<file path="src/include/csr_host_access_ports_map.vh">
// Constants for the host access ports: widths, address windows, state codes.
// Assumes inclusion by the core access logic only.
`ifndef CSR_HOST_ACCESS_PORTS_MAP_VH
`define CSR_HOST_ACCESS_PORTS_MAP_VH

// ****************************************
// Widths
// ****************************************
`define STAT_AW          16
`define RCFG_AW          14
`define DATA_W           32
`define MEM_IDX_W        4
`define MEM_WORDS        16
`define CNT_W            16

// ****************************************
// Address windows and values
// ****************************************
`define STAT_MEM_BASE    16'h0000
`define RCFG_MEM_BASE    14'h0000
`define DATA_ZERO        32'h00000000
`define CNT_ZERO         16'h0000
`define CNT_ONE          16'h0001

// ****************************************
// Timing counts, status clock cycles
// ****************************************
`define STAT_RD_LAT      16'h0050
`define STAT_TIMEOUT     16'h0400

// ****************************************
// Status port states
// ****************************************
`define S_IDLE           2'h0
`define S_WACK           2'h1
`define S_READ           2'h2
`define S_DONE           2'h3

// ****************************************
// Reconfiguration port states
// ****************************************
`define R_IDLE           1'h0
`define R_ACK            1'h1

`endif

</file>
<file path="src/core/csr_host_access_ports.v">
// Control/status port and transceiver reconfiguration port access logic.
// Assumes one 10 MHz clock for both ports and a well-behaved bus master.
// Notes on behaviour
// - Status port timed only by status clock
// - Sampled status reset returns port to idle
// - Read data with one-cycle valid pulse
// - Wait high until request can complete
// - Fixed counter times each read, flags timeout
// - Timeout only for undefined addresses
// - Back-to-back accesses, fixed 80-cycle read latency
// - Reconfig port: 14-bit address, strobes, data
// - Reconfig port has own synchronous reset
// - Transceiver registers only via reconfig port

// Port widths below come from the map header, so it goes first
`include "csr_host_access_ports_map.vh"

module csr_host_access_ports (
	// Clock and resets
	input  wire                   sys_clk_i,
	input  wire                   rst_n_i,
	input  wire                   stat_rst_i,
	input  wire                   rcfg_rst_i,
	// Control and status port
	input  wire [`STAT_AW-1:0]    stat_addr_i,
	input  wire                   stat_read_i,
	input  wire                   stat_write_i,
	input  wire [`DATA_W-1:0]     stat_wdata_i,
	output wire [`DATA_W-1:0]     stat_rdata_o,
	output wire                   stat_rvalid_o,
	output wire                   stat_wait_o,
	output wire                   stat_timeout_o,
	// Transceiver reconfiguration port
	input  wire [`RCFG_AW-1:0]    rcfg_addr_i,
	input  wire                   rcfg_read_i,
	input  wire                   rcfg_write_i,
	input  wire [`DATA_W-1:0]     rcfg_wdata_i,
	output wire [`DATA_W-1:0]     rcfg_rdata_o,
	output wire                   rcfg_wait_o
);

// ****************************************
// Address decode
// ****************************************
function in_window;
	input [`STAT_AW-1:0] addr;
	input [`STAT_AW-1:0] base;
	begin
		in_window = (addr >= base) && (addr < base + `MEM_WORDS);
	end
endfunction

// ****************************************
// Status port state
// ****************************************
reg [1:0]            st_q;
reg [`CNT_W-1:0]     cnt_q;
reg [`DATA_W-1:0]    stat_rdata_q;
reg                  stat_rvalid_q;
reg                  stat_wait_q;
reg                  stat_timeout_q;
reg [`DATA_W-1:0]    stat_mem [0:`MEM_WORDS-1];

wire                 stat_hit;
wire [`MEM_IDX_W-1:0] stat_idx;

assign stat_hit = in_window(stat_addr_i, `STAT_MEM_BASE);
assign stat_idx = stat_addr_i[`MEM_IDX_W-1:0];

assign stat_rdata_o   = stat_rdata_q;
assign stat_rvalid_o  = stat_rvalid_q;
assign stat_wait_o    = stat_wait_q;
assign stat_timeout_o = stat_timeout_q;

// Storage has no reset; contents are software-defined
always @(posedge sys_clk_i) begin
	if (st_q == `S_WACK && stat_write_i && !stat_wait_q && stat_hit && !stat_rst_i) begin
		stat_mem[stat_idx] <= stat_wdata_i;
	end
end

always @(posedge sys_clk_i or negedge rst_n_i) begin
	if (!rst_n_i) begin
		st_q           <= `S_IDLE;
		cnt_q          <= `CNT_ZERO;
		stat_rdata_q   <= `DATA_ZERO;
		stat_rvalid_q  <= 1'b0;
		stat_wait_q    <= 1'b1;
		stat_timeout_q <= 1'b0;
	end else if (stat_rst_i) begin
		st_q           <= `S_IDLE;
		cnt_q          <= `CNT_ZERO;
		stat_rdata_q   <= `DATA_ZERO;
		stat_rvalid_q  <= 1'b0;
		stat_wait_q    <= 1'b1;
		stat_timeout_q <= 1'b0;
	end else begin
		case (st_q)
		`S_IDLE: begin
			stat_wait_q <= 1'b1;
			if (stat_write_i) begin
				stat_wait_q <= 1'b0;
				st_q        <= `S_WACK;
			end else if (stat_read_i) begin
				cnt_q <= `CNT_ZERO;
				st_q  <= `S_READ;
			end
		end
		`S_WACK: begin
			// Write lands in this cycle; port rearms for the next access
			stat_wait_q <= 1'b1;
			st_q        <= `S_IDLE;
		end
		`S_READ: begin
			cnt_q <= cnt_q + `CNT_ONE;
			if (stat_hit && cnt_q == `STAT_RD_LAT - `CNT_ONE) begin
				stat_rdata_q  <= stat_mem[stat_idx];
				stat_rvalid_q <= 1'b1;
				stat_wait_q   <= 1'b0;
				st_q          <= `S_DONE;
			end else if (cnt_q == `STAT_TIMEOUT - `CNT_ONE) begin
				stat_rdata_q   <= `DATA_ZERO;
				stat_timeout_q <= 1'b1;
				stat_wait_q    <= 1'b0;
				st_q           <= `S_DONE;
			end
		end
		`S_DONE: begin
			stat_rvalid_q  <= 1'b0;
			stat_timeout_q <= 1'b0;
			stat_wait_q    <= 1'b1;
			st_q           <= `S_IDLE;
		end
		default: begin
			st_q        <= `S_IDLE;
			stat_wait_q <= 1'b1;
		end
		endcase
	end
end

// ****************************************
// Reconfiguration port
// ****************************************
reg                  rs_q;
reg [`DATA_W-1:0]    rcfg_rdata_q;
reg                  rcfg_wait_q;
reg [`DATA_W-1:0]    xcvr_mem [0:`MEM_WORDS-1];

wire                 rcfg_hit;
wire [`MEM_IDX_W-1:0] rcfg_idx;

// Transceiver storage decoded from this port alone
assign rcfg_hit = in_window({{(`STAT_AW-`RCFG_AW){1'b0}}, rcfg_addr_i},
	{{(`STAT_AW-`RCFG_AW){1'b0}}, `RCFG_MEM_BASE});
assign rcfg_idx = rcfg_addr_i[`MEM_IDX_W-1:0];

assign rcfg_rdata_o = rcfg_rdata_q;
assign rcfg_wait_o  = rcfg_wait_q;

always @(posedge sys_clk_i) begin
	if (rs_q == `R_ACK && rcfg_write_i && !rcfg_wait_q && rcfg_hit && !rcfg_rst_i) begin
		xcvr_mem[rcfg_idx] <= rcfg_wdata_i;
	end
end

always @(posedge sys_clk_i or negedge rst_n_i) begin
	if (!rst_n_i) begin
		rs_q         <= `R_IDLE;
		rcfg_rdata_q <= `DATA_ZERO;
		rcfg_wait_q  <= 1'b1;
	end else if (rcfg_rst_i) begin
		rs_q         <= `R_IDLE;
		rcfg_rdata_q <= `DATA_ZERO;
		rcfg_wait_q  <= 1'b1;
	end else begin
		case (rs_q)
		`R_IDLE: begin
			rcfg_wait_q <= 1'b1;
			if (rcfg_write_i || rcfg_read_i) begin
				// Unmapped reads return zero
				rcfg_rdata_q <= rcfg_hit ? xcvr_mem[rcfg_idx] : `DATA_ZERO;
				rcfg_wait_q  <= 1'b0;
				rs_q         <= `R_ACK;
			end
		end
		`R_ACK: begin
			rcfg_wait_q <= 1'b1;
			rs_q        <= `R_IDLE;
		end
		default: begin
			rs_q        <= `R_IDLE;
			rcfg_wait_q <= 1'b1;
		end
		endcase
	end
end

endmodule

</file>
<file path="config.mk">
export PLATFORM = sky130hd
export DESIGN_NAME = csr_host_access_ports
export DESIGN_NICKNAME = d
export VERILOG_FILES = /design/src/core/csr_host_access_ports.v
export VERILOG_INCLUDE_DIRS = /design/src /design/src/include
export SDC_FILE = /design/constraint.sdc
export NUM_CORES = 1
export LEC_CHECK = 0
export ABC_AREA = 1
export BUFFER_PORTS_ARGS = -buffer_cell sky130_fd_sc_hd__buf_2
export CAP_MARGIN = 5
export CELL_PAD_IN_SITES_DETAIL_PLACEMENT = 1
export CELL_PAD_IN_SITES_GLOBAL_PLACEMENT = 1
export CORE_ASPECT_RATIO = 1.2
export CORE_MARGIN = 2
export CORE_UTILIZATION = 50
export DETAILED_ROUTE_END_ITERATION = 10
export GPL_ROUTABILITY_DRIVEN = 0
export PLACE_DENSITY = 0.79
export REMOVE_ABC_BUFFERS = 1
export SYNTH_ARGS = -nofsm -noshare
export SYNTH_HDL_FRONTEND = slang
export SYNTH_SLANG_ARGS = --single-unit
</file>
<file path="constraint.sdc">
create_clock -name sys_clk_i -period 3.1 [get_ports sys_clk_i]
set_clock_uncertainty 0.1 [all_clocks]
set_input_delay 0.155 -clock sys_clk_i [delete_from_list [all_inputs] [get_ports sys_clk_i]]
set_output_delay 0.155 -clock sys_clk_i [all_outputs]
set_load 0.005 [all_outputs]
</file>
# ---- Word-level counts from Yosys, hierarchy flattened
# Memory sizes are Yosys's and may differ from the RTL's.
# Cells that the tools add are included.
dict set report word_totals {
  ff_bits 87
  mem_bits_rw 1024
  out_inout_bits 68
  n_memories 2
}
# memory depth width rd rd_ports_with_merged_regs write_ports line_no
set memory_table {}
lappend memory_table {stat_mem 16 32 1 0 1 csr_host_access_ports.v:62} ;# reg [`DATA_W-1:0] stat_mem [0:`MEM_WORDS-1];
lappend memory_table {xcvr_mem 16 32 1 0 1 csr_host_access_ports.v:148} ;# reg [`DATA_W-1:0] xcvr_mem [0:`MEM_WORDS-1];
dict set report op_classes {
  n_addsub 1
  order_cmp 3
  n_eq_ne 13
  muxes 40
  bitwise 1
  n_reduce_logical 28
}
# cell n
set ops {}
lappend ops {{$mux W32} 8}
lappend ops {{$mux W16} 3}
lappend ops {{$pmux W16 S2} 1}
lappend ops {{$mux W1} 17}
lappend ops {{$add A16 B1 Y16 const B} 1}
lappend ops {{$eq A16 B10 Y1 const B} 1}
lappend ops {{$eq A16 B7 Y1 const B} 1}
lappend ops {{$ge A16 B1 Y1 const B} 1}
lappend ops {{$lt A16 B5 Y1 const B} 1}
lappend ops {{$ne A3 B3 Y1 const B} 5}
lappend ops {{$lt A14 B5 Y1 const B} 1}
lappend ops {{$logic_and A1 B1 Y1} 10}
lappend ops {{$mux W2} 5}
lappend ops {{$reduce_bool A3 Y1} 3}
lappend ops {{$ne A4 B4 Y1 const B} 2}
lappend ops {{$pmux W1 S2} 4}
lappend ops {{$reduce_and A2 Y1} 4}
lappend ops {{$pmux W2 S3} 1}
lappend ops {{$reduce_and A3 Y1} 2}
lappend ops {{$eq A2 B2 Y1 const B} 2}
lappend ops {{$logic_not A1 Y1} 4}
lappend ops {{$reduce_bool A2 Y1} 2}
lappend ops {{$pmux W1 S3} 1}
lappend ops {{$eq A2 B1 Y1 const B} 1}
lappend ops {{5 further kinds} 5}

# ---- Longest topological paths before layout
# Gate-level depths: netlist of the first run.
dict set report logic_depth {
  word_depth 7
  depth_mapped 13
  ltp_nobuf 10
}

# ---- Worst setup path after synthesis of the first run
# Ideal clock, no wire load.
dict set report synth_timing {
  path_kind {input port to flip-flop}
  startpoint {in stat_addr_i[0]}
  endpoint {mem stat_mem[10][0] (netlist bit) (enable)}
  setup_time_ns 0.421
  arrival_time_ns 2.349
  required_time_ns 2.579
  slack_ns 0.230
  cell_stages 7
  cell_sequence {buf_4 > buf_6 > nor2_2 > buf_2 > buf_4 > inv_1 > nor2_1}
}
dict set report synth_between {
  elab_chain_len 6
  elab_cells_between_ends 7
  classes_between {2 x order compare; 2 x mux; 3 x reduce/logical}
}
# element line_no
set synth_rtl {}
lappend synth_rtl {{from (decl)} csr_host_access_ports.v:25} ;# input wire [`STAT_AW-1:0] stat_addr_i,
lappend synth_rtl {{$ge A16 B1 Y1 / $lt A16 B5 Y1 (equally long branches)} --}
lappend synth_rtl {{$logic_and A1 B1 Y1} csr_host_access_ports.v:49} ;# in_window = (addr >= base) && (addr < base + `MEM_WORDS);
lappend synth_rtl {{$logic_and A1 B1 Y1 (2 in a row)} csr_host_access_ports.v:77} ;# if (st_q == `S_WACK && stat_write_i && !stat_wait_q && stat_hit && !stat_rst_i) begin
lappend synth_rtl {{$mux W1} csr_host_access_ports.v:77}
lappend synth_rtl {{$mux W1 (not written as such)} csr_host_access_ports.v:78} ;# stat_mem[stat_idx] <= stat_wdata_i;
lappend synth_rtl {{to (decl)} csr_host_access_ports.v:62}
# Several ways; a longest one is shown, not always the timed one.

# ---- Final worst setup path of the first run
dict set report layout_timing {
  startpoint {in rcfg_addr_i[8]}
  endpoint {reg rcfg_rdata_q[26], in the netlist rcfg_rdata_o[26]}
}
dict set report layout_between {
  elab_chain_len 5
}
# element line_no
set layout_rtl {}
lappend layout_rtl {{from (decl)} csr_host_access_ports.v:34} ;# input wire [`RCFG_AW-1:0] rcfg_addr_i,
lappend layout_rtl {{$lt A14 B5 Y1 (no source line)} --}
lappend layout_rtl {{$mux W32 (no source line)} --}
lappend layout_rtl {{$mux W32} csr_host_access_ports.v:180} ;# if (rcfg_write_i || rcfg_read_i) begin
lappend layout_rtl {{$mux W32} csr_host_access_ports.v:177} ;# case (rs_q)
lappend layout_rtl {{$mux W32} csr_host_access_ports.v:172} ;# end else if (rcfg_rst_i) begin
lappend layout_rtl {{to (signal assigned)} csr_host_access_ports.v:170} ;# rcfg_rdata_q <= `DATA_ZERO;
lappend layout_rtl {{to (signal assigned)} csr_host_access_ports.v:174} ;# rcfg_rdata_q <= `DATA_ZERO;
lappend layout_rtl {{to (signal assigned)} csr_host_access_ports.v:182} ;# rcfg_rdata_q <= rcfg_hit ? xcvr_mem[rcfg_idx] : `DATA_ZERO;
lappend layout_rtl {{to (decl)} csr_host_access_ports.v:146} ;# reg [`DATA_W-1:0] rcfg_rdata_q;
# No other way between the ends. The select of a mux whose other input is x is not followed.
# A chain may end at the register's enable or synchronous reset.

==> impl_metrics.env, run 1 <==
export IMPL_die_x_microns=278
export IMPL_track_usage=0.292
export IMPL_start_kind="primary input"
export IMPL_cts_buffers=109
export IMPL_drtIter0Drc=2577
export IMPL_yosysMostFrequentCell="nand2_1"
export IMPL_antenna_found_initial=8
export IMPL_worstPathRequired_ns=3.61
export IMPL_ff2ff_path_depth=7
export IMPL_ys_seq_area_frac=0.731
export IMPL_slowest_delay_ns=0.62
export IMPL_arrival_ns=3.25
export IMPL_min_period_over_period=0.882
export IMPL_synthArstFlopShare=0.0783
export IMPL_vias_per_cell=5.50
export IMPL_p_per_area_mw_per_mm2=603
export IMPL_antenna_left=0
export IMPL_drcViolationCount=0
export IMPL_core_sq_mm=0.0892
export IMPL_num_fill_cells=9270
export IMPL_row_count=120
export IMPL_vias=31090
export IMPL_syn2layout_area_growth_pct=16.5
export IMPL_syn_area_per_cell_sq_um=11.0
export IMPL_ctsResizeCount=0
export IMPL_max_freq_mhz=366
export IMPL_htreeDepth=3
export IMPL_dr_pass1_iters=7
export IMPL_rsz0062_at_grt="no"
export IMPL_clock_path_buffers=3
export IMPL_timing_final_crit_period_ns=2.73
export IMPL_cp_num_buf_inv=5
export IMPL_synth_area_top_cells="edfxtp_1 (68%), nand2_1 (9.3%), nor2_1 (6.6%), dfrtp_1 (4.7%), inv_1 (3.5%)"
export IMPL_end_kind="register"
export IMPL_path_delay_family="buffers and inverters"
export IMPL_slew_headroom=0.402
export IMPL_utilization=0.588
export IMPL_grt_max_degree=129
export IMPL_cts_hold_buf=77
export IMPL_leakage_nw=21.2
export IMPL_wl_microns=135000
export IMPL_syn_cell_area_sq_mm=0.0450
export IMPL_crit_top_cell="dlygate4sd3_1"
export IMPL_root_buffer="clkbuf_16"
export IMPL_ir_worst_vdd_uv=452
export IMPL_status="finished clean"
export IMPL_maxSlewViolCount=0
export IMPL_dieHeight_microns=333
export IMPL_multi_input_area_sq_mm=0.0100
export IMPL_hp_class="primary input to register"
export IMPL_stdcell_count=5654
export IMPL_postCtsSetupRepairBufs=0
export IMPL_power_w=0.0316
export IMPL_hold_depth=7
export IMPL_synth_top_area_frac=0.683
export IMPL_path_max_fanout=15
export IMPL_tightest_slew_ns=0.898
export IMPL_cts_tree="built"
export IMPL_ys_warn_count=0
export IMPL_cp_slowest_cell="dlygate4sd3_1"
export IMPL_port_buffers=169
export IMPL_io_pins=170
export IMPL_cp_depth=10
export IMPL_synth_common_cells="nand2_1 (1,118), edfxtp_1 (1,024), nor2_1 (788)"
export IMPL_path_clk_slew_ns=0.06
export IMPL_start_util=0.505
export IMPL_fin_nets=4499
export IMPL_drv_cap=0
export IMPL_synth_edf_count=1024
export IMPL_post_drt_wl_per_cell_microns=23.9
export IMPL_place_hpwl_microns=78600
export IMPL_grt_pass1_vias=34144
export IMPL_yosys_cell_types_count=27
export IMPL_hold_viol_final=0
export IMPL_register_area_sq_mm=0.0329
export IMPL_die_area_sq_mm=0.0925
export IMPL_clk_latency_ns=0.69
export IMPL_grt_pass1_wl_microns=203000
export IMPL_drive_gt1_frac=0.112
export IMPL_path_class="primary input to register"
export IMPL_synthesis_instances=4107
export IMPL_dp_cells=5367
export IMPL_grt_overflow=0
export IMPL_clock_sinks=1111
export IMPL_tns_ns=0
export IMPL_synth_seq_cells=1111
export IMPL_crit_chain="dlygate4sd3_1 > buf_2 > nor2_1 > dlygate4sd3_1 > nand4_1 > dlygate4sd3_1 > nor2_4 > buf_4 > nand2_1 > o21ai_1"
export IMPL_final_setup_viol_count=0
export IMPL_synth_top_cell_by_area="edfxtp_1"
export IMPL_synth_flop_cell="edfxtp_1"
## state kept, by name, indices dropped and copies added, names as in the netlist
register	flops
stat_mem	512
rcfg_wait_o	1
xcvr_mem	512
rs_q	1
cnt_q	16
stat_rvalid_o	1
stat_wait_o	1
stat_rdata_o	32
stat_timeout_o	1
rcfg_rdata_o	32
st_q	2
## final timing paths
kind / endpoint / startpoint / slack (ns)
max: rcfg_rdata_o[26] / rcfg_addr_i[8] / 0.37
min: rcfg_rdata_o[29] / rcfg_addr_i[1] / 0.11
max reg2reg: stat_mem[14][18] / st_q[1] / 0.60
min reg2reg: rcfg_rdata_o[17] / rcfg_rdata_o[17] / 0.40
max in group asynchronous: stat_rdata_o[18] / rst_n_i / 1.62
min in group asynchronous: rcfg_rdata_o[7] / rst_n_i / 0.44
## tightest hold or removal path, stage by stage
cell,delay (ns)
buf_2,0.16
inv_2,0.16
o21ai_1,0.09
nand2_1,0.05
nand2_1,0.05
nand2_1,0.11
o21ai_1,0.08
## power by group
group	switching [W]	internal [W]
clock	0.00575	0.00788
combinational	0.00118	0.000422
sequential	0.0000135	0.0164
total	0.00695	0.0247
## metal layers
layer | global-route usage | wire length [microns] | share of wire | vias up
met4 | 0.128 | 5790 | 0.043 | 8
met3 | 0.0356 | 6740 | 0.050 | 345
met1 | 0.340 | 50900 | 0.38 | 15650
met5 | 0 | 51 | 0.00038 | -
li1 | - | - | - | 14030
met2 | 0.540 | 71600 | 0.53 | 1057
## cells in the final DEF (no fill, tap or decap), types with 3 or more instances in the layout
cell type and n:
a21oi_1 140, buf_12 30, buf_2 167, buf_4 75, bufinv_16 10, clkbuf_1 30, clkbuf_16 113, clkbuf_8 15
clkinv_1 8, clkinv_2 24, clkinvlp_4 4, dfrtp_1 85, diode_2 3, dlygate4sd3_1 76, edfxtp_1 1024, inv_1 421
inv_2 6, nand2_1 1116, nand2_4 3, nand3_1 80, nand4_1 41, nor2_1 747, nor2_2 3, nor2_4 42
nor3_1 5, o21ai_0 151, o21ai_1 57
## kinds of logic after synthesis
kind of cell | synth area share
and+or+nand+nor | 0.175
DFF | 0.731
buffers and inverters | 0.0536
AOI/OAI and AO/OA | 0.0395
adders and majority gates | 0.000278
## final cells by class
class | count | share of cell area
clock inverters | 49 | 0.0101
diodes | 3 | 0.000143
clock buffers | 158 | 0.0600
well taps | 1159 | 0.0276
repair buffers | 349 | 0.0528
flip-flops and latches | 1111 | 0.627
multi-input cells | 2395 | 0.191
inverters | 430 | 0.0308
## stage by stage
step | hold WS (ns) | cell area (sq um) | worst slack [ns]
final | 0.109 | 52500 | 0.365
after global routing | 0.129 | 52500 | 0.267
after CTS | 0.0680 | 52500 | 0.416
after detailed placement | 0.123 | 48000 | 0.638
after global placement | 0.121 | 48000 | 0.686
after floorplan | -0.241 | 44200 | -2.50
Power figures use the tool's default switching activity.
==> run 2: changes to the inputs <==
==> constraint.sdc (replaced) <==
create_clock -name sys_clk_i -period 3.1 [get_ports sys_clk_i]
set_clock_uncertainty 0.1 [all_clocks]
set_input_delay 0.31 -clock sys_clk_i [delete_from_list [all_inputs] [get_ports sys_clk_i]]
set_output_delay 0.31 -clock sys_clk_i [all_outputs]
set_load 0.005 [all_outputs]
==> run 2 against run 1 <==
Effect of this change:
- utilization down 0.16 points
- first-iteration DRC count is 12% lower
- largest power group unchanged
- via count up 0.55%
- routed wire length down 2.1%
- cell area fell by 0.26%
- largest cell class unchanged
- non-clock buffer count is 5 higher
- worst hold slack worse by 0.074 ns
- global-route usage decreased by 0.66 points
- sequential share of layout area up 0.17 points
- worst setup slack better by 0.35 ns
==> impl_metrics.env, run 2 (same netlist as run 1, synthesis figures left out) <==
export IMPL_clock_path_buffers=3
export IMPL_cts_hold_buf=72
export IMPL_timing_final_crit_period_ns=2.39
export IMPL_grt_max_degree=137
export IMPL_end_kind="register"
export IMPL_drtIter0Drc=2259
export IMPL_holdWs_ns=0.0348
export IMPL_core_sq_mm=0.0892
export IMPL_arrival_ns=2.84
export IMPL_ctsResizeCount=0
export IMPL_drv_cap=0
export IMPL_path_clk_slew_ns=0.06
export IMPL_maxSlewViolCount=0
export IMPL_hp_class="primary input to register"
export IMPL_wl_microns=132000
export IMPL_final_common_cell="nand2_1"
export IMPL_row_count=120
export IMPL_track_usage=0.286
export IMPL_cts_tree="built"
export IMPL_max_freq_mhz=419
export IMPL_drcViolationCount=0
export IMPL_antenna_found_initial=4
export IMPL_status="finished clean"
export IMPL_grt_pass1_wl_microns=200000
export IMPL_vias=31260
export IMPL_grt_overflow=0
export IMPL_postCtsSetupRepairBufs=0
export IMPL_grt_pass1_vias=33959
export IMPL_crit_start="st_q[0]"
export IMPL_p_per_area_mw_per_mm2=595
export IMPL_start_kind="register"
export IMPL_io_pins=170
export IMPL_worstPathRequired_ns=3.55
export IMPL_tightest_slew_ns=0.837
export IMPL_min_period_over_period=0.771
export IMPL_antenna_left=0
export IMPL_rsz0062_at_grt="no"
export IMPL_drive_gt1_frac=0.112
export IMPL_power_w=0.0312
export IMPL_dr_pass1_iters=7
export IMPL_htreeDepth=3
export IMPL_leakage_nw=21.2
export IMPL_syn2layout_area_growth_pct=16.2
export IMPL_cts_buffers=110
export IMPL_clock_sinks=1111
export IMPL_slew_headroom=0.441
export IMPL_vias_per_cell=5.53
export IMPL_final_cell_mix="nand2_1 (1,116), edfxtp_1 (1,024), nor2_1 (747)"
export IMPL_reg2reg_from="st_q[0]"
export IMPL_die_area_sq_mm=0.0925
export IMPL_root_buffer="clkbuf_16"
export IMPL_post_drt_wl_per_cell_microns=23.4
export IMPL_final_setup_viol_count=0
export IMPL_dieHeight_microns=333
export IMPL_min_from="rcfg_read_i"
export IMPL_largestRegisters="stat_mem: 512 flops, xcvr_mem: 512 flops"
export IMPL_ir_worst_vdd_uv=585
export IMPL_port_buffers=169
export IMPL_hold_viol_final=0
export IMPL_path_max_fanout=4
export IMPL_path_class="register to register"
export IMPL_tns_ns=0
export IMPL_clk_latency_ns=0.70
export IMPL_start_util=0.505
export IMPL_fin_nets=4505
export IMPL_die_x_microns=278
export IMPL_place_hpwl_microns=78600
## run 2: changes by cell type in the layout (fill, tap and decap cells not counted), sizes merged
| cell | previous run | this run |
|---|---|---|
| clkbuf | 158 | 151 |
| dlygate4sd3 | 76 | 72 |
| buf | 273 | 282 |
| bufinv | 10 | 7 |
| clkinvlp | 4 | 3 |
| diode | 3 | 2 |
| clkinv | 34 | 44 |
## run 2: final cells by class
cell class                 instances  area [sq um]
multi-input combinational       2395         10000
timing repair buffer             354          2760
clock buffer                     151          3050
antenna                            2          5.00
sequential                      1111         32900
tap                             1159          1450
fill                            9242         36800
inverter                         430          1620
clock inverter                    55           503
## run 2: worst paths after layout
| kind | to | slack, ns | depth (start not counted) |
|---|---|---|---|
| max reg2reg | st_q[1] | 0.71 | 6 |
| max | st_q[1] | 0.71 | 6 |
| min | rs_q | 0.03 | 5 |
| max in group asynchronous | stat_rdata_o[12] | 1.56 | 3 |
| min reg2reg | rcfg_rdata_o[18] | 0.40 | 2 |
| min in group asynchronous | stat_wait_o | 0.10 | 2 |
## run 2: through the flow
stage               instance area (sq um)  instances  worst slack [ns]   util
floorplan                           44200       3936             -2.66      -
global placement                    48100       5377             0.530  0.539
detailed placement                  48100       5377             0.514  0.539
CTS                                 52300       5655             0.683  0.587
global route                        52300       5656             0.582  0.587
finish                              52300       5657             0.711  0.587
## run 2: layer usage
| metal | up-vias | share of wire | global-route usage |
|---|---|---|---|
| met5 | - | 0.00024 | 0 |
| li1 | 14054 | - | - |
| met1 | 15866 | 0.37 | 0.325 |
| met4 | 4 | 0.035 | 0.118 |
| met2 | 1027 | 0.54 | 0.538 |
| met3 | 309 | 0.051 | 0.0376 |
## run 2: worst max-delay path, cell delays in order (launching register included)
cell and delay [ns]:
dfrtp_1 0.42, nor2_1 0.19, inv_1 0.08, nor4_1 0.29, dlygate4sd3_1 0.61, nor2_1 0.04, dlygate4sd3_1 0.54
## run 2: power by group
part	internal, W	switching [W]	total, W
sequential	0.0164	0.0000150	0.0164
combinational	0.000425	0.00118	0.00160
clock	0.00746	0.00571	0.0132
